`src/rtl/ect_pkg.sv`:
```
// constants, types and config carrier for exposure timing
package ect_pkg;
  localparam int CLK_PERIOD_NS = 8;
  localparam int CLK_FREQ_MHZ = 125;
  localparam int DUR_W = 24;
  localparam int NS_W = 32;
  localparam int NUM_CH = 3;
  // setting unit is 0.01 us
  localparam int UNIT_NS = 10;
  localparam logic [DUR_W-1:0] EXP_MIN = 24'h00000b;
  localparam logic [DUR_W-1:0] EXP_RST = 24'h000064;
  localparam logic [DUR_W-1:0] PERIOD_RST = 24'h0003e8;
  // sensor offsets, ns
  localparam int OFFSET_COLOUR_NS = 3110;
  localparam int OFFSET_MONO_NS = 1540;
  // pulse length corrections, ns subtracted
  localparam int CORR_INT_NS = 0;
  localparam int CORR_TTL_HI_NS = 420;
  localparam int CORR_TTL_LO_NS = 60;
  // trigger edge to exposure start, ns
  localparam int TRIG_DELAY_NS = 200;
  localparam int TRIG_DELAY_CYC = (TRIG_DELAY_NS + CLK_PERIOD_NS - 1) / CLK_PERIOD_NS;
  localparam logic [1:0] CH_NONE = 2'h3;

  typedef enum logic [1:0] {BEH_OFF, BEH_TIMED, BEH_PULSE_LENGTH} ect_beh_t;
  typedef enum logic [1:0] {SRC_INTERNAL, SRC_TTL_HIGH, SRC_TTL_LOW, SRC_OPTO} ect_src_t;

  typedef struct packed {
    ect_beh_t exposure_behaviour_select;
    logic channel_duration_setting;
    logic [1:0] colour_channel_pick;
    logic rate_first;
    logic external_trigger_enable;
    ect_src_t trig_source;
    logic mono_model;
  } ect_cfg_t;
endpackage : ect_pkg

```
`src/rtl/ect_exposure_timing.sv`:
```
// exposure timing control for a line scan sensor
// Notes on behaviour
// - off selection: free-running, no duration control
// - preset mode: trigger starts programmed-length exposure
// - pulse mode: exposure follows trigger pulse length
// - add fixed sensor offset per model
// - shared duration default, one value all channels
// - per-channel values, picker selects written channel
// - stagger channel starts so all end together
// - non-preset selection forces shared duration
// - duration priority rejects too fast line rates
// - rate priority clips exposure to derived maximum
// - exposure at least 0.11us, 0.01us steps
// - ttl high: 0.53us pulses, minus 0.42us
// - ttl low: 0.17us pulses, minus 0.06us
// - fixed delay from external trigger edge
`timescale 1ns/100ps
`default_nettype none
module ect_exposure_timing (
  // clock and reset
  input wire logic sys_clk,
  input wire logic nrst,
  // configuration levels
  input wire ect_pkg::ect_cfg_t cfg,
  // exposure duration write, 0.01 us units
  input wire logic exp_wr,
  input wire logic [ect_pkg::DUR_W-1:0] exposure_duration_setting,
  // line period write, 0.01 us units
  input wire logic rate_wr,
  input wire logic [ect_pkg::DUR_W-1:0] scan_line_frequency,
  // trigger pin, raw level
  input wire logic trig_pin,
  // exposure timing
  output logic exposure_active,
  output logic [ect_pkg::NUM_CH-1:0] channel_exposure,
  output logic line_start,
  // status
  output logic [ect_pkg::DUR_W-1:0] exp_readback,
  output logic [ect_pkg::DUR_W-1:0] period_readback,
  output logic exp_refused,
  output logic rate_refused,
  output logic exp_clipped
);
  import ect_pkg::*;

  localparam int DLY_C = TRIG_DELAY_CYC;
  localparam logic [NS_W-1:0] STEP_NS = NS_W'(CLK_PERIOD_NS);

  typedef enum logic [1:0] {ST_IDLE, ST_TIMED, ST_PULSE, ST_TAIL} ect_state_t;

  function automatic logic [NS_W-1:0] to_ns(input logic [DUR_W-1:0] u);
    return NS_W'(u) * NS_W'(UNIT_NS);
  endfunction : to_ns

  function automatic logic [DUR_W-1:0] max2(input logic [DUR_W-1:0] a,
                                            input logic [DUR_W-1:0] b);
    return (a > b) ? a : b;
  endfunction : max2

  // reset release
  logic [1:0] rs_r;
  logic rst_n;
  always_ff @(posedge sys_clk or negedge nrst) begin
    if (!nrst) rs_r <= 2'h0;
    else rs_r <= {rs_r[0], 1'b1};
  end
  assign rst_n = rs_r[1];

  ect_state_t state_r;
  logic [DUR_W-1:0] exp_r [NUM_CH];
  logic [DUR_W-1:0] period_r;
  logic [NS_W-1:0] elapsed_r, line_ns_r, lat_max_r, lat_end_r, tail_ns_r;
  logic [NS_W-1:0] lat_ns_r [NUM_CH];
  logic [DLY_C-1:0] dly_r;
  logic trig_prev_r;

  logic mode_off, mode_timed, mode_pulse, eff_ind, ext;
  logic [1:0] pick;
  assign mode_off = cfg.exposure_behaviour_select == BEH_OFF;
  assign mode_timed = cfg.exposure_behaviour_select == BEH_TIMED;
  assign mode_pulse = cfg.exposure_behaviour_select == BEH_PULSE_LENGTH;
  assign ext = cfg.external_trigger_enable;
  assign pick = cfg.colour_channel_pick;
  assign eff_ind = cfg.channel_duration_setting & mode_timed & ~cfg.mono_model;

  // offsets and corrections
  logic [NS_W-1:0] off_ns, corr_ns, period_ns;
  logic [DUR_W-1:0] off_u;
  assign off_ns = cfg.mono_model ? NS_W'(OFFSET_MONO_NS) : NS_W'(OFFSET_COLOUR_NS);
  assign off_u = DUR_W'(off_ns / NS_W'(UNIT_NS));
  assign period_ns = to_ns(period_r);
  always_comb begin
    corr_ns = NS_W'(CORR_INT_NS);
    if (ext && cfg.trig_source == SRC_TTL_HIGH) corr_ns = NS_W'(CORR_TTL_HI_NS);
    if (ext && cfg.trig_source == SRC_TTL_LOW) corr_ns = NS_W'(CORR_TTL_LO_NS);
  end

  // per-channel effective durations
  logic [DUR_W-1:0] eff_u [NUM_CH];
  logic [NS_W-1:0] eff_ns [NUM_CH];
  genvar g;
  generate
    for (g = 0; g < NUM_CH; g++) begin : g_eff
      assign eff_u[g] = eff_ind ? exp_r[g] : exp_r[0];
      assign eff_ns[g] = to_ns(eff_u[g]);
    end
  endgenerate
  logic [DUR_W-1:0] max_eff_u, max_all_u;
  assign max_eff_u = max2(max2(eff_u[0], eff_u[1]), eff_u[2]);
  assign max_all_u = max2(max2(exp_r[0], exp_r[1]), exp_r[2]);

  // write acceptance
  logic [DUR_W:0] need_u, floor_u, exp_top_u;
  logic rate_ok, exp_ok, pick_ok;
  logic [DUR_W-1:0] clip_u;
  assign need_u = {1'b0, max_all_u} + {1'b0, off_u};
  assign floor_u = {1'b0, EXP_MIN} + {1'b0, off_u};
  assign exp_top_u = {1'b0, exposure_duration_setting} + {1'b0, off_u};
  assign rate_ok = rate_wr & (cfg.rate_first ? ({1'b0, scan_line_frequency} >= floor_u)
                                             : ({1'b0, scan_line_frequency} >= need_u));
  assign clip_u = scan_line_frequency - off_u;
  assign pick_ok = ~eff_ind | (pick != CH_NONE);
  assign exp_ok = exp_wr & ~rate_wr & pick_ok & (exposure_duration_setting >= EXP_MIN) &
                  (exp_top_u <= {1'b0, period_r});

  always_ff @(posedge sys_clk or negedge rst_n) begin
    if (!rst_n) period_r <= PERIOD_RST;
    else if (rate_ok) period_r <= scan_line_frequency;
  end

  always_ff @(posedge sys_clk or negedge rst_n) begin
    if (!rst_n) begin
      for (int c = 0; c < NUM_CH; c++) exp_r[c] <= EXP_RST;
    end else if (rate_ok && cfg.rate_first) begin
      for (int c = 0; c < NUM_CH; c++) if (exp_r[c] > clip_u) exp_r[c] <= clip_u;
    end else if (exp_ok && eff_ind) begin
      exp_r[pick] <= exposure_duration_setting;
    end else if (exp_ok) begin
      for (int c = 0; c < NUM_CH; c++) exp_r[c] <= exposure_duration_setting;
    end
  end

  // status flags
  logic any_clip;
  assign any_clip = rate_ok & cfg.rate_first & (max_all_u > clip_u);
  always_ff @(posedge sys_clk or negedge rst_n) begin
    if (!rst_n) begin
      exp_refused <= 1'b0;
      rate_refused <= 1'b0;
      exp_clipped <= 1'b0;
      exp_readback <= EXP_RST;
      period_readback <= PERIOD_RST;
    end else begin
      exp_refused <= exp_wr & ~exp_ok;
      rate_refused <= rate_wr & ~rate_ok;
      exp_clipped <= any_clip;
      exp_readback <= exp_r[(eff_ind && pick != CH_NONE) ? pick : 2'h0];
      period_readback <= period_r;
    end
  end

  // internal line timer in ns
  logic int_line, int_lvl;
  always_ff @(posedge sys_clk or negedge rst_n) begin
    if (!rst_n) line_ns_r <= '0;
    else if (line_ns_r + STEP_NS >= period_ns) line_ns_r <= '0;
    else line_ns_r <= line_ns_r + STEP_NS;
  end
  assign int_line = line_ns_r == '0;
  assign int_lvl = line_ns_r < eff_ns[0];

  // trigger conditioning and delay
  logic trig_norm, trig_d, trig_rise;
  assign trig_norm = (cfg.trig_source == SRC_TTL_LOW) ? ~trig_pin : trig_pin;
  always_ff @(posedge sys_clk or negedge rst_n) begin
    if (!rst_n) dly_r <= '0;
    else dly_r <= {dly_r[DLY_C-2:0], trig_norm};
  end
  assign trig_d = ext ? dly_r[DLY_C-1] : int_lvl;
  always_ff @(posedge sys_clk or negedge rst_n) begin
    if (!rst_n) trig_prev_r <= 1'b0;
    else trig_prev_r <= trig_d;
  end
  assign trig_rise = trig_d & ~trig_prev_r;

  // exposure sequencer
  logic start_timed, start_pulse, start_tail, timed_done, tail_done;
  assign start_timed = (state_r == ST_IDLE) & mode_timed & trig_rise;
  assign start_pulse = (state_r == ST_IDLE) & mode_pulse & trig_rise;
  assign start_tail = (state_r == ST_PULSE) & ~trig_d;
  assign timed_done = elapsed_r + STEP_NS >= lat_end_r;
  assign tail_done = elapsed_r + STEP_NS >= tail_ns_r;

  always_ff @(posedge sys_clk or negedge rst_n) begin
    if (!rst_n) state_r <= ST_IDLE;
    else begin
      unique case (state_r)
        ST_IDLE: begin
          if (start_timed) state_r <= ST_TIMED;
          else if (start_pulse) state_r <= ST_PULSE;
        end
        ST_TIMED: if (timed_done) state_r <= ST_IDLE;
        ST_PULSE: if (start_tail) state_r <= ST_TAIL;
        ST_TAIL: if (tail_done) state_r <= ST_IDLE;
      endcase
    end
  end

  always_ff @(posedge sys_clk or negedge rst_n) begin
    if (!rst_n) elapsed_r <= '0;
    else if (start_timed || start_tail) elapsed_r <= '0;
    else elapsed_r <= elapsed_r + STEP_NS;
  end

  always_ff @(posedge sys_clk or negedge rst_n) begin
    if (!rst_n) begin
      lat_max_r <= '0;
      lat_end_r <= '0;
      tail_ns_r <= '0;
      for (int c = 0; c < NUM_CH; c++) lat_ns_r[c] <= '0;
    end else begin
      if (start_timed) begin
        lat_max_r <= to_ns(max_eff_u);
        lat_end_r <= to_ns(max_eff_u) + off_ns;
        for (int c = 0; c < NUM_CH; c++) lat_ns_r[c] <= eff_ns[c];
      end
      if (start_tail) tail_ns_r <= off_ns - corr_ns;
    end
  end

  // channel windows
  logic [NUM_CH-1:0] ch_nxt;
  generate
    for (g = 0; g < NUM_CH; g++) begin : g_ch
      assign ch_nxt[g] = (state_r == ST_TIMED) ? (elapsed_r >= lat_max_r - lat_ns_r[g])
                                              : ((state_r != ST_IDLE) | mode_off);
    end
  endgenerate

  always_ff @(posedge sys_clk or negedge rst_n) begin
    if (!rst_n) begin
      channel_exposure <= '0;
      exposure_active <= 1'b0;
      line_start <= 1'b0;
    end else begin
      channel_exposure <= ch_nxt;
      exposure_active <= (state_r != ST_IDLE) | mode_off;
      line_start <= mode_off ? (ext ? trig_rise : int_line) : (start_timed | start_pulse);
    end
  end
endmodule : ect_exposure_timing
`default_nettype wire

```
`config.mk`:
```
export PLATFORM = sky130hd
export DESIGN_NAME = ect_exposure_timing
export DESIGN_NICKNAME = d
export VERILOG_FILES = /design/src/rtl/ect_pkg.sv /design/src/rtl/ect_exposure_timing.sv
export SDC_FILE = /design/constraint.sdc
export NUM_CORES = 2
export LEC_CHECK = 0
export ABC_CLOCK_PERIOD_IN_PS = 11200
export BUFFER_PORTS_ARGS = -buffer_cell sky130_fd_sc_hd__buf_2
export CAP_MARGIN = 20
export CORE_MARGIN = 1
export CORE_UTILIZATION = 55
export CTS_CLUSTER_SIZE = 12
export DETAILED_ROUTE_END_ITERATION = 12
export PLACE_DENSITY_LB_ADDON = 0.05
export SETUP_SLACK_MARGIN = 0.2
export SLEW_MARGIN = 20
export SYNTH_ARGS = -nofsm -noshare
export SYNTH_HDL_FRONTEND = slang
export SYNTH_SLANG_ARGS = --single-unit
export TNS_END_PERCENT = 10
```
`constraint.sdc`:
```
create_clock -name sys_clk -period 11.2 [get_ports sys_clk]
set_clock_uncertainty 0.2 [all_clocks]
set_input_delay 1.12 -clock sys_clk [delete_from_list [all_inputs] [get_ports sys_clk]]
set_output_delay 1.12 -clock sys_clk [all_outputs]
set_load 0.01 [all_outputs]
```
==> out/metrics.cfg <==
[status]
status = finished clean

[synth]
yosys.cell_types.count = 95
synth-edff-count = 0
yosysSeqAreaShare = 0.249
synth_cells = 4483
syn_area_per_cell_um2 = 8.65
ys_ff_latch = 385
yosysWarnings = 0
synthFlopType = dfrtp_1
netlist_area_um2 = 38800
synthArstFlopShare = 1.00

[setup_path]
worstSetupEndpointType = flop
r2r-end = period_r[0]
crit_path_end = period_r[0]
critPathMostFrequentCell = ha_1
reg2reg_depth = 41
cpPeakStageDelay_ns = 0.70
reg2reg_from = eff_u[61]
startpoint = eff_u[61]
path_class = flop to flop
critPathRequiredTime_ns = 11.50
startpoint_type = flop
cp.arrival_ns = 10.48
reg2reg_slack_ns = 1.02
slowest_stage = dfrtp_1
path_max_fanout = 21

[floorplan]
rows = 97
die_h_um = 268
start_util = 0.555
core_region_area_um2 = 69900
die_x_um = 268
die-area_um2 = 71600
ioPinCount = 119

[sta]
rsz0062_at_grt = false
max_freq_ghz = 0.0982
worst_pin_slew_ns = 1.11
slew_headroom = 0.257
fin_ws_ns = 1.02
tns_ns = 0
setup_viol = 0
finalHoldViolCount = 0
min_period_ns = 10.18
report.final.slew_viol_count = 0
fin_crit_sh = 0.909

[final_layout]
layout_common_cells = ha_1, a21oi_1, dfrtp_1
nFillCells = 6373
final_net_count = 5439
drive_gt1_frac = 0.0931
final_area_um2 = 42500
area_growth_pct = 9.44
final_common_cell = ha_1

[cts]
cts_tree = done
cts_buffer_depth = 3
cts-buffers-inserted = 48
worstSkewPairLatency_ns = 0.63
clkTransAtPathRegs_ns = 0.06
clock_sinks = 385
cts.repair.resized = 0
cts_root_buf = clkbuf_16
cts_hold_buffers = 0
post-cts-setup-buffers = 0
htree_levels = 2

[placed_design]
routabilityCongestion = 0.973
pre_cts_ws_ns = 0.712
dpl_cell_area_um2 = 40700
io_buffers = 118
hpwl_um = 100000

[global_routing]
grt_max_degree = 235
grtUsageTotal = 0.347
grt_pass1_vias = 32000
grt_pass1_wl_um = 190000
grt_antenna_before_repair = 5
globalRoute.totalOverflow = 0

[route]
num_vias = 33600
drt-total-wl_um = 124000
drtIter0Drc = 2309
ant_nets = 0
dr.pass1.iters = 6
drc = 0
routedWlPerCell_um = 22.2
vias_per_cell = 5.99

[min_path]
hp-class = input port to async pin

[job]
max_cap_violations = 0

## state kept, by name, indices dropped and copies added, names as in the netlist
name	count
period_readback	24
rs_r	2
trig_prev_r	1
lat_ns_r	81
lat_max_r	27
dly_r	25
exp_refused	1
tail_ns_r	9
state_r	2
exposure_active	1
exp_readback	24
exp_clipped	1
period_r	24
eff_u	24
lat_end_r	28
channel_exposure	3
elapsed_r	29
rate_refused	1
exp_r	48
line_start	1
line_ns_r	29
## cells by family (layout without fill, tap and decap cells)
group                      after synthesis  after routing  share of synthesized area
and+or+nand+nor                       1274           1274                      0.164
AOI/OAI and AO/OA                     1172           1172                      0.185
adders and majority gates              756            756                      0.246
buffers and inverters                  444            618                     0.0445
DFF                                    385            385                      0.249
xor gates and xnor gates               303            303                     0.0684
muxes                                  147            147                     0.0427
other                                    2             10                   0.000194
## metrics by stage
step / hold WS, ns / utilization / cells
4_1_cts: 0.0371 / 0.607 / 5599
2_1_floorplan: 0.131 / - / 4486
3_5_place_dp: 0.136 / 0.582 / 5509
6_report: 0.0595 / 0.607 / 5605
5_1_grt: 0.0397 / 0.607 / 5601
3_3_place_gp: 0.132 / 0.582 / 5509
## cell type report
class | instances | area [um^2] | share of cell area
tap | 940 | 1180 | 0.0277
timing repair buffer | 180 | 1090 | 0.0258
clock inverter | 23 | 392 | 0.00922
inverter | 348 | 1310 | 0.0308
clock buffer | 67 | 1350 | 0.0319
antenna | 5 | 12.5 | 0.000295
multi-input combinational | 3657 | 27500 | 0.647
sequential | 385 | 9670 | 0.228
## worst min path at each step
stage	to	slack [ns]
2_1_floorplan	rs_r[1]	0.13
3_3_place_gp	dly_r[14]	0.13
3_5_place_dp	dly_r[13]	0.14
4_1_cts	rs_r[1]	0.04
5_1_grt	rs_r[1]	0.04
6_report	rs_r[1]	0.06
## Yosys cell counts (22+ instances only)
cell	n	share of area
a211oi_1	35	0.0068
a21o_1	114	0.022
a21oi_1	404	0.052
a31oi_1	22	0.0035
and2_1	35	0.0056
and3_1	74	0.012
clkbuf_1	72	0.0070
dfrtp_1	361	0.23
dfstp_2	24	0.016
ha_1	747	0.24
inv_1	348	0.034
mux2_2	69	0.020
mux2i_1	58	0.015
nand2_1	334	0.032
nand2b_1	58	0.0094
nand3_1	105	0.014
nand4_1	101	0.016
nor2_1	292	0.028
nor2b_1	81	0.013
nor3_1	61	0.0079
nor4_1	29	0.0047
o211ai_1	24	0.0046
o21a_1	65	0.013
o21ai_0	333	0.043
o21bai_1	28	0.0054
or3_1	26	0.0042
xnor2_1	147	0.033
xor2_1	156	0.035
## worst max-delay path, delay by kind of cell, from the launching register on
family / cells / cell delay [ns]
AOI/OAI and AO/OA: 19 / 4.35
xor gates and xnor gates: 1 / 0.17
adders and majority gates: 5 / 1.28
buffers and inverters: 3 / 0.63
DFF: 1 / 0.70
muxes: 2 / 0.74
and+or+nand+nor: 11 / 1.97
## routing by layer
| metal | share of wire | track usage | vias up |
|---|---|---|---|
| li1 | - | - | 16500 |
| met1 | 0.44 | 0.459 | 15800 |
| met2 | 0.45 | 0.565 | 1011 |
| met3 | 0.050 | 0.0391 | 250 |
| met4 | 0.053 | 0.163 | 0 |
| met5 | 0 | 0 | - |
Power is not shown: default switching activity piles up to over one toggle a cycle in this logic, so the estimate is an artifact.
